$ cat src/core/pmc_pkg.sv
// constants, field layouts and carrier types of the measurement setup
// and calibration register bank; shared by the bank and its bench.
// assumes a single 40 MHz clock and a plain strobe register port.
package pmc_pkg;

    // ------------------------------------------------------------------
    // bus geometry and register offsets
    // ------------------------------------------------------------------
    localparam int PMC_ADDR_W = 6;
    localparam int PMC_DATA_W = 16;
    localparam int PMC_GO_N = 14;
    localparam int PMC_PH_N = 3;
    localparam logic [5:0] PMC_SETUP_OFS = 6'h00;
    localparam logic [5:0] PMC_GO_REQ_OFS = 6'h01;
    localparam logic [5:0] PMC_GO_ECHO_OFS = 6'h02;
    localparam logic [5:0] PMC_ANG_REQ_OFS = 6'h03;
    localparam logic [5:0] PMC_ANG_ECHO_OFS = 6'h04;
    localparam logic [5:0] PMC_GO_SET_OFS = 6'h10;
    localparam logic [5:0] PMC_GO_RB_OFS = 6'h20;
    localparam logic [5:0] PMC_ANG_SET_OFS = 6'h30;
    localparam logic [5:0] PMC_ANG_RB_OFS = 6'h34;

    // ------------------------------------------------------------------
    // setup word fields
    // ------------------------------------------------------------------
    localparam int PMC_B_SUM_C = 0;
    localparam int PMC_B_SUM_B = 1;
    localparam int PMC_B_SUM_A = 2;
    localparam int PMC_B_ACT_ABS = 3;
    localparam int PMC_B_REA_ABS = 4;
    localparam int PMC_B_APP_VEC = 6;
    localparam int PMC_B_P2_REA = 7;
    localparam int PMC_B_3W = 8;
    localparam int PMC_B_INTEG = 10;
    localparam int PMC_B_HPF_OFF = 11;
    localparam int PMC_B_F60 = 12;
    localparam int PMC_B_SWAP = 13;
    localparam logic [15:0] PMC_SETUP_MASK = 16'h3fdf;
    localparam logic [15:0] PMC_SETUP_RST = 16'h0087;

    // ------------------------------------------------------------------
    // angle word fields, request codes, reset values
    // ------------------------------------------------------------------
    localparam int PMC_ANG_DLY_W = 10;
    localparam int PMC_ANG_VSEL = 15;
    localparam logic [15:0] PMC_ANG_MASK = 16'h83ff;
    localparam logic [15:0] PMC_ANG_RST = 16'h0000;
    localparam logic [15:0] PMC_REQ_RESET = 16'hffff;
    localparam logic [15:0] PMC_REQ_RST = 16'hffff;
    localparam logic [15:0] PMC_VGAIN_RST = 16'h6720;
    localparam logic [15:0] PMC_CGAIN_RST = 16'h4000;
    localparam logic [15:0] PMC_OFS_RST = 16'h0000;
    // order: voltage gain a..c, current gain a..n, voltage offset a..c,
    // current offset a..n
    localparam logic [13:0][15:0] PMC_GO_RST = {
        {7{PMC_OFS_RST}}, {4{PMC_CGAIN_RST}}, {3{PMC_VGAIN_RST}}};

    // ------------------------------------------------------------------
    // timing: delay base derived from the system clock
    // ------------------------------------------------------------------
    localparam int PMC_CLK_PERIOD_NS = 25;
    localparam int PMC_CLK_KHZ = 1000000 / PMC_CLK_PERIOD_NS;
    localparam int PMC_BASE_KHZ = 2048;
    localparam logic [15:0] PMC_ACC_RST = 16'h0000;

    // ------------------------------------------------------------------
    // carriers
    // ------------------------------------------------------------------
    typedef struct packed {
        logic sum_en_a;
        logic sum_en_b;
        logic sum_en_c;
        logic active_abs;
        logic reactive_abs;
        logic apparent_vector;
        logic second_pulse_source;
        logic three_phase_three_wire;
        logic measure_b;
        logic seq_abc_check;
        logic seq_ac180_check;
        logic derivative_sensor;
        logic hpf_on;
        logic freq_60hz;
        logic input_swap;
    } pmc_cfg_s;

    typedef struct packed {
        logic to_voltage;
        logic [9:0] delay;
    } pmc_angle_s;

endpackage : pmc_pkg

$ cat src/core/pmc_bank.sv
// setup and calibration register bank of the power measurement unit.
// assumes a bus master on the same clock, strobes one cycle long.
//
// The plain strobed port and the register offsets were decided locally.
module pmc_bank
    import pmc_pkg::*;
#(
    parameter int CLK_KHZ = PMC_CLK_KHZ
)
(
    // clock and reset
    input wire logic CLK,
    input wire logic NRST,
    // register port
    input wire logic [PMC_ADDR_W-1:0] ADDR,
    input wire logic [PMC_DATA_W-1:0] WDATA,
    input wire logic WR,
    input wire logic RD,
    output logic [PMC_DATA_W-1:0] RDATA,
    // configuration to the measurement path
    output pmc_cfg_s CFG,
    output logic [PMC_GO_N-1:0][15:0] GAIN_OFS,
    output pmc_angle_s [PMC_PH_N-1:0] ANGLE,
    output logic DELAY_TICK
);

    // ------------------------------------------------------------------
    // elaboration checks
    // ------------------------------------------------------------------
    if (CLK_KHZ < 2 * PMC_BASE_KHZ || CLK_KHZ > 65535)
    begin : g_bad_clk
        $error("clock rate cannot serve the delay base");
    end

    localparam logic [16:0] CLK_K = 17'(CLK_KHZ);
    localparam logic [16:0] BASE_K = 17'(PMC_BASE_KHZ);

    // ------------------------------------------------------------------
    // state
    // ------------------------------------------------------------------
    typedef struct packed {
        logic [15:0] setup;
        pmc_cfg_s cfg;
        logic [PMC_GO_N-1:0][15:0] go_pend;
        logic [PMC_GO_N-1:0][15:0] go_act;
        logic [15:0] go_req;
        logic [15:0] go_echo;
        logic go_busy;
        logic [PMC_PH_N-1:0][15:0] ang_pend;
        logic [PMC_PH_N-1:0][15:0] ang_act;
        logic [15:0] ang_req;
        logic [15:0] ang_echo;
        logic ang_busy;
        logic [15:0] rdata;
        logic [15:0] acc;
        logic tick;
    } pmc_state_s;

    pmc_state_s s;
    pmc_state_s next_s;
    logic [5:0] go_set_idx;
    logic [5:0] go_rb_idx;
    logic [5:0] ang_set_idx;
    logic [5:0] ang_rb_idx;
    logic [16:0] acc_sum;

    assign go_set_idx = ADDR - PMC_GO_SET_OFS;
    assign go_rb_idx = ADDR - PMC_GO_RB_OFS;
    assign ang_set_idx = ADDR - PMC_ANG_SET_OFS;
    assign ang_rb_idx = ADDR - PMC_ANG_RB_OFS;
    assign acc_sum = {1'b0, s.acc} + BASE_K;

    // ------------------------------------------------------------------
    // next state
    // ------------------------------------------------------------------
    always_comb
    begin
        next_s = s;
        next_s.rdata = 16'h0000;
        // echo first: a request written in the same cycle re-arms busy,
        // so back-to-back requests never lose the second echo
        if (s.go_busy)
        begin
            next_s.go_echo = s.go_req;
            next_s.go_busy = 1'b0;
        end
        if (s.ang_busy)
        begin
            next_s.ang_echo = s.ang_req;
            next_s.ang_busy = 1'b0;
        end
        // register writes
        if (WR)
        begin
            if (ADDR == PMC_SETUP_OFS)
            begin
                // reserved bits stay zero; bit 9 is kept as written
                next_s.setup = WDATA & PMC_SETUP_MASK;
            end
            else if (ADDR == PMC_GO_REQ_OFS)
            begin
                next_s.go_req = WDATA;
                next_s.go_busy = 1'b1;
                if (WDATA != PMC_REQ_RESET)
                begin
                    next_s.go_act = s.go_pend;
                end
            end
            else if (ADDR == PMC_ANG_REQ_OFS)
            begin
                next_s.ang_req = WDATA;
                next_s.ang_busy = 1'b1;
                if (WDATA != PMC_REQ_RESET)
                begin
                    next_s.ang_act = s.ang_pend;
                end
            end
            else if (ADDR >= PMC_GO_SET_OFS &&
                     go_set_idx < 6'(PMC_GO_N))
            begin
                // held until the next apply request
                next_s.go_pend[go_set_idx[3:0]] = WDATA;
            end
            else if (ADDR >= PMC_ANG_SET_OFS &&
                     ang_set_idx < 6'(PMC_PH_N))
            begin
                next_s.ang_pend[ang_set_idx[1:0]] =
                    WDATA & PMC_ANG_MASK;
            end
        end
        // register reads; write-only and unmapped words read zero
        if (RD)
        begin
            if (ADDR == PMC_SETUP_OFS)
            begin
                next_s.rdata = s.setup;
            end
            else if (ADDR == PMC_GO_REQ_OFS)
            begin
                next_s.rdata = s.go_req;
            end
            else if (ADDR == PMC_GO_ECHO_OFS)
            begin
                next_s.rdata = s.go_echo;
            end
            else if (ADDR == PMC_ANG_REQ_OFS)
            begin
                next_s.rdata = s.ang_req;
            end
            else if (ADDR == PMC_ANG_ECHO_OFS)
            begin
                next_s.rdata = s.ang_echo;
            end
            else if (ADDR >= PMC_GO_RB_OFS &&
                     go_rb_idx < 6'(PMC_GO_N))
            begin
                next_s.rdata = s.go_act[go_rb_idx[3:0]];
            end
            else if (ADDR >= PMC_ANG_RB_OFS &&
                     ang_rb_idx < 6'(PMC_PH_N))
            begin
                next_s.rdata = s.ang_act[ang_rb_idx[1:0]];
            end
        end
        // config decode from the new setup word
        next_s.cfg.sum_en_c = next_s.setup[PMC_B_SUM_C];
        next_s.cfg.sum_en_b = next_s.setup[PMC_B_SUM_B] &
            ~next_s.setup[PMC_B_3W];
        next_s.cfg.sum_en_a = next_s.setup[PMC_B_SUM_A];
        next_s.cfg.active_abs = next_s.setup[PMC_B_ACT_ABS];
        next_s.cfg.reactive_abs = next_s.setup[PMC_B_REA_ABS];
        next_s.cfg.apparent_vector = next_s.setup[PMC_B_APP_VEC];
        next_s.cfg.second_pulse_source =
            next_s.setup[PMC_B_P2_REA];
        next_s.cfg.three_phase_three_wire =
            next_s.setup[PMC_B_3W];
        next_s.cfg.measure_b = ~next_s.setup[PMC_B_3W];
        next_s.cfg.seq_abc_check = ~next_s.setup[PMC_B_3W];
        next_s.cfg.seq_ac180_check = next_s.setup[PMC_B_3W];
        next_s.cfg.derivative_sensor = next_s.setup[PMC_B_INTEG];
        next_s.cfg.hpf_on = ~next_s.setup[PMC_B_HPF_OFF];
        next_s.cfg.freq_60hz = next_s.setup[PMC_B_F60];
        next_s.cfg.input_swap = next_s.setup[PMC_B_SWAP];
        // fractional divider: average tick rate is the delay base,
        // jitter of one system clock is traded for a free-running clock
        next_s.tick = 1'b0;
        if (acc_sum >= CLK_K)
        begin
            next_s.acc = 16'(acc_sum - CLK_K);
            next_s.tick = 1'b1;
        end
        else
        begin
            next_s.acc = acc_sum[15:0];
        end
    end

    // ------------------------------------------------------------------
    // state register
    // ------------------------------------------------------------------
    always_ff @(posedge CLK or negedge NRST)
    begin
        if (!NRST)
        begin
            s.setup <= PMC_SETUP_RST;
            s.cfg <= '{sum_en_a: 1'b1, sum_en_b: 1'b1, sum_en_c: 1'b1,
                       second_pulse_source: 1'b1, measure_b: 1'b1,
                       seq_abc_check: 1'b1, hpf_on: 1'b1,
                       default: 1'b0};
            s.go_pend <= PMC_GO_RST;
            s.go_act <= PMC_GO_RST;
            s.go_req <= PMC_REQ_RST;
            s.go_echo <= PMC_REQ_RST;
            s.go_busy <= 1'b0;
            s.ang_pend <= {PMC_PH_N{PMC_ANG_RST}};
            s.ang_act <= {PMC_PH_N{PMC_ANG_RST}};
            s.ang_req <= PMC_REQ_RST;
            s.ang_echo <= PMC_REQ_RST;
            s.ang_busy <= 1'b0;
            s.rdata <= 16'h0000;
            s.acc <= PMC_ACC_RST;
            s.tick <= 1'b0;
        end
        else
        begin
            s <= next_s;
        end
    end

    // ------------------------------------------------------------------
    // outputs
    // ------------------------------------------------------------------
    assign RDATA = s.rdata;
    assign CFG = s.cfg;
    assign GAIN_OFS = s.go_act;
    assign DELAY_TICK = s.tick;
    for (genvar p = 0; p < PMC_PH_N; p++)
    begin : g_ang
        assign ANGLE[p].to_voltage = s.ang_act[p][PMC_ANG_VSEL];
        assign ANGLE[p].delay =
            s.ang_act[p][PMC_ANG_DLY_W-1:0];
    end
endmodule : pmc_bank

$ cat config.mk
export PLATFORM = sky130hd
export DESIGN_NAME = pmc_bank
export DESIGN_NICKNAME = d
export VERILOG_FILES = /design/src/core/pmc_pkg.sv /design/src/core/pmc_bank.sv
export SDC_FILE = /design/constraint.sdc
export NUM_CORES = 1
export LEC_CHECK = 0
export BUFFER_PORTS_ARGS = -buffer_cell sky130_fd_sc_hd__buf_2
export CORE_MARGIN = 2
export CORE_UTILIZATION = 53
export DETAILED_ROUTE_END_ITERATION = 16
export GPL_TIMING_DRIVEN = 1
export PLACE_DENSITY = 0.84
export SETUP_SLACK_MARGIN = 0.15
export SKIP_CTS_REPAIR_TIMING = 1
export SLEW_MARGIN = 20
export SYNTH_ARGS = -nofsm -noshare
export SYNTH_HDL_FRONTEND = slang
export SYNTH_SLANG_ARGS = --single-unit
$ cat constraint.sdc
create_clock -name CLK -period 2.6 [get_ports CLK]
set_clock_uncertainty 0.2 [all_clocks]
set_input_delay 0 -clock CLK [delete_from_list [all_inputs] [get_ports CLK]]
set_output_delay 0 -clock CLK [all_outputs]
set_load 0.01 [all_outputs]
== Word-level counts from Yosys, hierarchy flattened ==
Index checks and enable logic that the tools add are counted.
Operators by class
  add/subtract/negate cells: 6
  multiplexer cells: 35
  $lt $le $gt $ge: 15
  reduce and logical (&&, ||, !) cells: 14
  equal/unequal tests: 5
  bitwise logic cells: 7
Operator list (number)
  $mux 113: 2
  $bwmux 224: 1
  $mux 16: 13
  $mux 48: 4
  $mux 112: 1
  $bmux 16 s4: 1
  $demux 16 s4: 1
  $mux 64: 1
  $bwmux 48: 1
  $bmux 16 s2: 1
  $demux 16 s2: 1
  $mux 14: 2
  $ge 6x6->1 const B: 3
  $sub 6x6->6 const B: 3
  $add 16x12->17 const B: 1
  $ge 17x16->1 const B: 1
  $ne 16x16->1 const B: 1
  $sub 16x16->16 const B: 1
  $eq 6x2->1 const B: 2
  $lt 6x2->1 const B: 2
  $lt 6x4->1 const B: 2
  $lt 4x5->1 const B: 2
  $reduce_and 5->1: 2
  $reduce_and 4->1: 2
  15 further kinds: 31
Storage, ports and cells
  output and inout bits: 289
  flip-flop bits (word level): 669

== Logic depth before layout (Yosys ltp) ==
Gate-level depths: netlist of run 1.
  depth in word-level cells: 12
  gate-level depth with buffers: 10

== Worst setup path before layout of run 1 ==
Ideal clock, no wire load.
  path type: register -> register
  start: reg s[12] in the netlist's numbering
  end: reg s[10] in the netlist's numbering
  buffers on the path: 1
  slack: -9 ps
  data arrival time: 2286 ps
  cell stages (with the launch flop): 10
  required time: 2277 ps
  cell sequence: dfrtp_1 > clkbuf_1 > inv_1 > ha_1 > nor3b_1 > a32oi_1 > o211ai_1 > nand3_2 > or4_1 > xnor2_1
On the way
  word-level cells in the longest chain between the ends: 3
RTL lines
  start: declaration: line pmc_bank.sv:59  | pmc_state_s s;
  start signal: assignment: line pmc_bank.sv:226  | s <= next_s;
  $add 16x12->17: line pmc_bank.sv:71  | assign acc_sum = {1'b0, s.acc} + BASE_K;
  $ge 17x16->1: line pmc_bank.sv:187  | if (acc_sum >= CLK_K)
  $mux 16: line pmc_bank.sv:187
Every way passes these cells.
A chain may end at the register's enable or synchronous reset.

== Final worst setup path of run 1 ==
  start: reg s[13] in the netlist's numbering
  end: reg s[10] in the netlist's numbering
Same word-level chain as after synthesis.

==> results_dict.tcl, run 1 <==
set metrics [dict create \
    antenna_left 0 \
    port_buffer_count 314 \
    post_synth_top_flop "dfrtp_1" \
    flow.area_growth_from_synthesis_pct 10.8 \
    path_cells "ha_4, nor3b_4, a32oi_1, o211ai_1, nand3_4, or4_4, xnor2_2" \
    post_route_cells_drive_above_1_share_pct 52.9 \
    tightest_slew_ns 0.841 \
    net-switching-power_w 0.00550 \
    synth_mux_area_share_pct 29.0 \
    clock_sink_total 623 \
    grt_pass1_vias 17600 \
    synth_cells 1988 \
    worst_ir_drop_vdd_v 0.000671 \
    route.detailed.vias_per_inst 6.09 \
    worst_skew_pair.late_latency_ns 0.65 \
    register_area_sq_mm 0.0157 \
    route.detailed.wl_per_inst_um 27.7 \
    synth-async-reset-ratio_pct 100 \
    timing.critical_path.fanout_max 7 \
    vias 17200 \
    synth.yosys.warnings 0 \
    final_nets 2110 \
    ys_ff_latch 623 \
    detailed_place_hpwl_mm 53.5 \
    core_area_sq_mm 0.0529 \
    gp_congestion 0.938 \
    placement_rows 84 \
    1st_pass_router_iterations 5 \
    ys_types 61 \
    critical_path_buf_inv_count 0 \
    overflow_after_grt 0 \
    end_kind "flip-flop" \
    placed_cells_incl_taps 2671 \
    drtIter0Drc 1560 \
    worst_ep_arrival_time_ns 2.81 \
    fp.dieArea_sq_mm 0.0556 \
    power_w 0.0225 \
    place_area_sq_mm 0.0290 \
    relSlewSlack_pct 43.9 \
    initial_cell_density_of_the_core_pct 53.8 \
    portion_of_total_power_attributed_to_sequential_cells_pct 49.9 \
    timing.critical_path.required_ns 2.92 \
    achievable-frequency_mhz 401 \
    post_synth_instance_area_sq_mm 0.0285 \
    stdcell_count 2819 \
    grt_first_pass_wirelength_mm 116 \
    synth.avg_cell_area_sq_um 14.3 \
    global_route.usage.total_pct 27.8 \
    ys_seq_area_share_pct 55.3 \
    yosys.area.top_type_share_pct 44.7 \
    post_synthesis_share_of_cell_area_spent_on_xor_and_xnor_gates_pct 0.308 \
    swShare_pct 24.4 \
    maximum_number_of_pins_on_one_net_before_global_route_repair 86 \
    timing.final.crit_period_ns 2.49 \
    globalRouteMet3Util_pct 5.56 \
    buffer_type_at_the_clock_tree_root "clkbuf_16" \
    die_y_um 236 \
    worstSetupStartpointType "flip-flop" \
    globalRouteMet2Util_pct 46.0 \
    critical_path.top_delay_family "simple AND/OR/NAND/NOR gates" \
    synth-compound-area-share_pct 2.76 \
    busiest_layer "met2" \
    yosys.area_share.adder_pct 0.176 \
    slew_viols_final 0 \
    fin_crit_sh_pct 95.8 \
    synth_edf_count 0 \
    drv_cap 0 \
    clock_path_buffers 3 \
    global_route.usage.met1_pct 37.3 \
    antenna_found_initial 2 \
    crit_slowest_cell "or4_4" \
    synth_top_family_by_area "multiplexers" \
    yosys.area_share.simple_pct 2.53 \
    power_density_mw_per_mm2 715 \
    htree_levels 2 \
    multi_input_comb_area_sq_mm 0.00999 \
    min-delay-path-class "input port to asynchronous set/reset pin" \
    critPathMaxStageDelay_ns 0.46 \
    total_leakage_power_nw 15.8 \
    power.internal_w 0.0170 \
    die_outline_width_um 236 \
    finish_stage_setup_viols 0 \
    yosys-top-cells-area "dfrtp_1, mux2_2, dfstp_2" \
    post-route-drc-count 0 \
    crit_type "flip-flop to flip-flop" \
    cts_inserted_buffers 60 \
    synth_nets 2018 \
    boundary_pins 315 \
    grt_setup_unrepaired "true" \
    comb_power_share_pct 9.2 \
    tritoncts "done" \
    num-fill-cells 3925 \
    mostFrequentLayoutCells "dfrtp_1, mux2_2, buf_2, mux2_1, dfstp_2" \
    synthDominantAreaCellType "dfrtp_1" \
    cts.clk_slew.worst_paths_ns 0.07 \
    hold_vio_cnt_final 0 \
    run_status "completed" \
    wl_mm 78.0 \
    power.clock.fraction_pct 40.9 \
    final_design_area_no_fill_sq_mm 0.0315 \
    layout_commonest_cell "dfrtp_1" \
]
-- routing by layer --
metal,vias to the layer above,part of all wire (%)
met4,2,3.3
met1,9236,40
li1,6987,-
met5,-,0.017
met2,809,49
met3,145,8.0
-- logic make-up (layout without fill, tap and decap cells) --
logic type	Yosys count	count (layout)
adder cells (fa/ha/maj)	4	4
multiplexers	680	680
AND/OR/NAND/NOR	135	135
buffers and inverters	418	559
AO/OA/AOI/OAI	118	118
XOR/XNOR	10	10
flip-flops	623	623
other	0	2
-- area by class of cell --
cell class                      instances  area share, %
Sequential cell                       623           49.9
Multi-Input combinational cell        947           31.7
Inverter                               12          0.143
Timing Repair Buffer                  436           8.90
Clock inverter                         31           1.17
Antenna cell                            2         0.0159
Tap cell                              688           2.73
Clock buffer                           80           5.48
-- power by group through the flow --
stage | Combinational [W] | Clock [W] | Sequential [W]
after detailed placement | 0.00204 | 0 | 0.0114
after floorplan | 0.00149 | 0 | 0.0111
final | 0.00208 | 0.00922 | 0.0112
after global routing | 0.00224 | 0.00974 | 0.0113
after CTS | 0.00206 | 0.00934 | 0.0112
after global placement | 0.00195 | 0 | 0.0113
-- synth_stat cells (11+ instances only) --
| library cell | count |
|---|---|
| dfrtp_1 | 508 |
| mux2_2 | 410 |
| buf_4 | 311 |
| mux2_1 | 181 |
| dfstp_2 | 115 |
| mux4_2 | 57 |
| clkbuf_1 | 54 |
| nand2_1 | 44 |
| o21ai_0 | 33 |
| mux2i_1 | 32 |
| buf_2 | 31 |
| nor2_1 | 27 |
| o22ai_1 | 19 |
| a21oi_1 | 17 |
| a221oi_1 | 12 |
| nand3_1 | 12 |
| inv_1 | 11 |
-- metrics by stage --
| step | setup slack, ns | utilization, % | setup TNS (ns) | hold WS [ns] |
|---|---|---|---|---|
| CTS | 0.00162 | 58.9 | 0 | -0.808 |
| global placement | -0.0206 | 54.9 | -0.0206 | -0.127 |
| floorplan | 0.135 | - | 0 | -0.496 |
| detailed placement | -0.000366 | 54.9 | -0.000366 | -0.124 |
| finish | 0.108 | 59.7 | 0 | 0.0378 |
| global route | -0.00702 | 59.7 | -0.00702 | 0.0402 |
-- flip-flops by register name, summed over array words and instances (netlist names) --
register / count
ANGLE: 33
CFG: 3
DELAY_TICK: 1
GAIN_OFS: 224
RDATA: 16
s: 346
-- final timing paths --
check,startpoint,end,slack (ns),cells after the start
worst max-delay path,s[13],s[10],0.11,7
worst min-delay path,NRST,s[44],0.04,2
worst max register to register,s[13],s[10],0.11,7
worst min register to register,s[617],s[617],0.28,1
max in group asynchronous,NRST,GAIN_OFS[144],1.66,3
min in group CLK,ADDR[0],s[471],0.11,5
Power figures use the tool's default switching activity.
==> run 2, diff against run 1 <==
--- a/config.mk
+++ b/config.mk
@@ -7,7 +7,7 @@
 export LEC_CHECK = 0
 export BUFFER_PORTS_ARGS = -buffer_cell sky130_fd_sc_hd__buf_2
 export CORE_MARGIN = 2
-export CORE_UTILIZATION = 53
+export CORE_UTILIZATION = 55
 export DETAILED_ROUTE_END_ITERATION = 16
 export GPL_TIMING_DRIVEN = 1
 export PLACE_DENSITY = 0.84
==> constraint.sdc (replaced) <==
create_clock -name CLK -period 3.1 [get_ports CLK]
set_clock_uncertainty 0.2 [all_clocks]
set_input_delay 0 -clock CLK [delete_from_list [all_inputs] [get_ports CLK]]
set_output_delay 0 -clock CLK [all_outputs]
set_load 0.01 [all_outputs]
==> run 2 against run 1 <==
Cell count is 0.92% lower. Sequential power shrank 16%. Critical path depth rose by 1. Non-clock buffer count fell by 23. Total power is 15% lower. Flip-flop and latch count did not move. Critical endpoint unchanged. Via count fell by 2.3%. Largest power group unchanged. Maximum frequency down 7.4%. Combinational power is 17% lower.
==> results_dict.tcl, run 2 (synthesized netlist as in run 1, its figures left out) <==
set metrics [dict create \
    post-route-drc-count 0 \
    antenna_found_initial 2 \
    register_bank_with_the_most_flops "s" \
    relSlewSlack_pct 46.3 \
    flow.area_growth_from_synthesis_pct 10.1 \
    timing.critical_path.fanout_max 10 \
    antenna_left 0 \
    wl_mm 76.2 \
    timing.critical_path.required_ns 3.37 \
    run_status "completed" \
    die_y_um 231 \
    layout_commonest_cell "dfrtp_1" \
    setup-tns-final_ns 0 \
    route.detailed.wl_per_inst_um 27.3 \
    mostFrequentLayoutCells "dfrtp_1, mux2_2, buf_2, mux2_1, dfstp_2" \
    tightest_slew_ns 0.806 \
    grt_pass1_vias 17400 \
    hold_vio_cnt_final 0 \
    total_leakage_power_nw 15.8 \
    worstSetupStartpointType "flip-flop" \
    final_nets 2093 \
    post_route_cells_drive_above_1_share_pct 51.5 \
    cts.clk_slew.worst_paths_ns 0.06 \
    initial_cell_density_of_the_core_pct 55.6 \
    drtIter0Drc 1683 \
    1st_pass_router_iterations 6 \
    slew_viols_final 0 \
    clock_sink_total 623 \
    clock_path_buffers 3 \
    max_ffs_per_register 346 \
    detailed_place_hpwl_mm 52.0 \
    finish_stage_setup_viols 0 \
    overflow_after_grt 0 \
    r2r-end "s[10]" \
    worst_skew_pair.late_latency_ns 0.60 \
    grt_first_pass_wirelength_mm 113 \
    rr_worst_depth 8 \
    setup_ws_ns 0.410 \
    buffer_type_at_the_clock_tree_root "clkbuf_16" \
    fin_crit_sh_pct 86.8 \
    cp-endpoint "s[10]" \
    rr_startpoint "s[12]" \
    timing.final.crit_period_ns 2.69 \
    port_buffer_count 314 \
    drv_cap 0 \
    die_outline_width_um 231 \
    power_density_mw_per_mm2 608 \
    crit_type "flip-flop to flip-flop" \
    worst_ep_arrival_time_ns 2.96 \
    vias 16800 \
    end_kind "flip-flop" \
    core_area_sq_mm 0.0512 \
    launch_point_of_the_critical_path "s[12]" \
    tritoncts "done" \
    placement_rows 83 \
    dp_worst_setup_slack_ns 0.249 \
    global_route.usage.total_pct 28.5 \
    cts_inserted_buffers 66 \
    num-fill-cells 3735 \
    fp.dieArea_sq_mm 0.0536 \
    htree_levels 3 \
    min-delay-path-class "input port to flip-flop" \
    worst_ir_drop_vdd_v 0.000443 \
    achievable-frequency_mhz 372 \
    r2r_slack_ns 0.41 \
    gp_congestion 0.942 \
    maximum_number_of_pins_on_one_net_before_global_route_repair 118 \
    boundary_pins 315 \
    route.detailed.vias_per_inst 6.01 \
    grt_setup_unrepaired "false" \
]
[run 2: changes by cell type in the layout (fill, tap and decap cells not counted), sizes merged]
cell and delta:
buf -23, bufinv -3, inv +2, clkinv -7
diode -1, clkinvlp -1, clkbuf +15
[run 2: worst min-delay path by stage]
| stage | end | cells after the start | start | slack [ns] |
|---|---|---|---|---|
| 3_5_place_dp | GAIN_OFS[128] | 1 | NRST | -0.21 |
| 5_1_grt | s[546] | 5 | ADDR[1] | 0.06 |
| 2_1_floorplan | ANGLE[0] | 0 | NRST | -0.50 |
| 3_3_place_gp | GAIN_OFS[128] | 1 | NRST | -0.22 |
| 4_1_cts | GAIN_OFS[128] | 1 | NRST | -0.84 |
| 6_report | s[546] | 5 | ADDR[1] | 0.07 |
[run 2: through the flow]
step           hold slack [ns]  power (W)  cell area [sq um]  util, %  instances
6_report                0.0680     0.0191              31300     61.2       2793
5_1_grt                 0.0555     0.0197              31300     61.2       2793
4_1_cts                 -0.844     0.0191              31000     60.6       2763
3_5_place_dp            -0.207     0.0112              28900     56.4       2646
3_3_place_gp            -0.221     0.0111              28900     56.4       2646
2_1_floorplan           -0.496     0.0106              28500        -       1988
[run 2: report_power, final]
part           switching, W  internal [W]
registers          0.000477       0.00895
clock network       0.00324       0.00467
logic              0.000897      0.000826
[run 2: area by class of cell]
type / count / area [sq um] / area share (%)
antenna: 1 / 2.50 / 0.00798
clock inverter: 22 / 229 / 0.730
timing repair buffer: 413 / 2630 / 8.40
multi-input combinational: 947 / 9920 / 31.7
clock buffer: 95 / 1930 / 6.14
tap: 680 / 851 / 2.71
inverter: 12 / 45.0 / 0.144
sequential: 623 / 15700 / 50.2
[run 2: metal layers]
layer  global-route usage [%]  share of wire (%)
met4                     9.21                3.2
met3                     8.61                9.3
met1                     36.9                 39
met2                     46.2                 49
met5                        0                  0
[run 2: critical path, stage by stage, from the launching register on]
cell and delay, ns:
dfrtp_2 0.44, inv_1 0.07, ha_1 0.33, nor3b_2 0.22
a32oi_1 0.09, o211ai_1 0.30, nand3_2 0.26, or4_1 0.49
xnor2_1 0.16
==> run 3, diff against run 2 <==
--- a/config.mk
+++ b/config.mk
@@ -6,11 +6,14 @@
 export NUM_CORES = 1
 export LEC_CHECK = 0
 export BUFFER_PORTS_ARGS = -buffer_cell sky130_fd_sc_hd__buf_2
+export CELL_PAD_IN_SITES_DETAIL_PLACEMENT = 0
+export CELL_PAD_IN_SITES_GLOBAL_PLACEMENT = 1
 export CORE_MARGIN = 2
-export CORE_UTILIZATION = 55
+export CORE_UTILIZATION = 53
 export DETAILED_ROUTE_END_ITERATION = 16
+export GPL_ROUTABILITY_DRIVEN = 0
 export GPL_TIMING_DRIVEN = 1
-export PLACE_DENSITY = 0.84
+export PLACE_DENSITY = 0.94
 export SETUP_SLACK_MARGIN = 0.15
 export SKIP_CTS_REPAIR_TIMING = 1
 export SLEW_MARGIN = 20
==> run 3 against run 2 <==
The run now ends with hold timing left. Count of clock-buffer cells in the layout fell by 7. Cell count rose by 0.72%. Register-to-register slack got worse by 0.12 ns. Maximum frequency fell by 4.4%. Wire length rose by 1.0%. Highest routed layer unchanged. Worst hold slack got worse by 0.090 ns. Flip-flop and latch count did not move. Largest cell class unchanged. Clock power fell by 4.2%. Die area rose by 3.7%. Sequential power barely moved.
==> results_dict.tcl, run 3 (synthesized netlist as in run 1, its figures left out) <==
set metrics [dict create \
    placed_cells_incl_taps 2666 \
    cts.clk_slew.worst_paths_ns 0.06 \
    boundary_pins 315 \
    placement_rows 84 \
    relSlewSlack_pct 42.9 \
    antenna_found_initial 2 \
    min-delay-path-class "input port to asynchronous set/reset pin" \
    htree_levels 2 \
    fp.dieArea_sq_mm 0.0556 \
    total_leakage_power_nw 15.8 \
    overflow_after_grt 0 \
    drtIter0Drc 1541 \
    violated_checks "hold timing" \
    maximum_number_of_pins_on_one_net_before_global_route_repair 80 \
    core_area_sq_mm 0.0529 \
    die_y_um 236 \
    timing.critical_path.fanout_max 3 \
    buffer_type_at_the_clock_tree_root "clkbuf_16" \
    post_route_cells_drive_above_1_share_pct 51.8 \
    route.detailed.wl_per_inst_um 27.4 \
    tightest_slew_ns 0.857 \
    antenna_left 0 \
    timing.critical_path.required_ns 3.41 \
    timing.final.crit_period_ns 2.81 \
    die_outline_width_um 236 \
    cts_inserted_buffers 61 \
    grt_first_pass_wirelength_mm 115 \
    fin_crit_sh_pct 90.8 \
    tritoncts "done" \
    max_ffs_per_register 346 \
    hold_vio_cnt_final 9 \
    vias 16800 \
    run_status "finished with violations" \
    worst_ir_drop_vdd_v 0.000637 \
    end_kind "flip-flop" \
    drv_cap 0 \
    stdcell_count 2813 \
    worst_skew_pair.late_latency_ns 0.65 \
    achievable-frequency_mhz 355 \
    setup_ws_ns 0.286 \
    flow.area_growth_from_synthesis_pct 10.3 \
    1st_pass_router_iterations 5 \
    clock_path_buffers 3 \
    route.detailed.vias_per_inst 5.98 \
    register_bank_with_the_most_flops "s" \
    post-route-drc-count 0 \
    layout_commonest_cell "dfrtp_1" \
    initial_cell_density_of_the_core_pct 53.8 \
    worst_ep_arrival_time_ns 3.12 \
    final_nets 2101 \
    finalHoldWorstSlack_ns -0.0218 \
    detailed_place_hpwl_mm 53.2 \
    dp_worst_setup_slack_ns 0.286 \
    slew_viols_final 0 \
    crit_type "flip-flop to flip-flop" \
    clock_sink_total 623 \
    finish_stage_setup_viols 0 \
    worstSetupStartpointType "flip-flop" \
    wl_mm 77.0 \
    power_density_mw_per_mm2 597 \
    port_buffer_count 314 \
    setup-tns-final_ns 0 \
    mostFrequentLayoutCells "dfrtp_1, mux2_2, buf_2, mux2_1, dfstp_2" \
    grt_setup_unrepaired "false" \
    global_route.usage.total_pct 27.6 \
    grt_pass1_vias 17600 \
]
==> run 3: cell types whose count changed in the layout (fill, tap and decap cells not counted), sizes merged, moves of 2 or more <==
cell,before,now
buf,385,400
clkbuf,95,88
clkinv,13,19
inv,17,14
dlygate4sd3,28,26
==> run 3: cell type report <==
type	count	area, sq um
sequential	623	15700
inverter	12	45.0
timing repair buffer	426	2780
multi-input combinational	947	9920
clock buffer	88	1760
antenna	2	5.00
fill	3952	21500
tap	688	861
clock inverter	27	303
==> run 3: worst paths after layout <==
check                                   start           end  slack (ns)  cells past startpoint
worst max register to register  GAIN_OFS[119]      RDATA[7]        0.29                      7
worst min-delay path                     NRST  GAIN_OFS[10]       -0.02                      2
max in group asynchronous                NRST        s[538]        2.07                      3
worst min register to register         s[618]        s[618]        0.28                      1
min in group CLK                      ADDR[2]        CFG[5]        0.01                      5
worst max-delay path            GAIN_OFS[119]      RDATA[7]        0.29                      7
==> run 3: power by group <==
part           leakage [nW]  switching, W  total [W]  internal, W
logic                  6.70      0.000877    0.00171     0.000831
clock network          1.02       0.00322    0.00758      0.00436
registers              8.06      0.000493    0.00944      0.00895
==> run 3: layer usage <==
metal | global-route usage (%) | wire, um
met4 | 11.7 | 3190
met3 | 5.27 | 5110
met5 | 0 | 0
met2 | 44.9 | 37600
met1 | 36.6 | 31100
==> run 3: stage by stage <==
stage                     cell area [sq um]  utilization [%]  hold WS, ns  total power (W)
after floorplan                       28500                -       -0.496           0.0106
after global placement                29000             54.9       -0.133           0.0111
after detailed placement              29000             54.9       -0.131           0.0112
after CTS                             31100             58.8       -0.814           0.0188
after global routing                  31400             59.4      0.00536           0.0194
final                                 31400             59.4      -0.0218           0.0187
==> run 3: worst max-delay path, stage by stage (launching register included) <==
cell	delay, ns
dfrtp_1	0.42
mux4_2	0.56
mux2_2	0.30
o22ai_1	0.23
o221ai_1	0.16
o2111ai_1	0.14
a21oi_1	0.11
dlygate4sd3_1	0.58
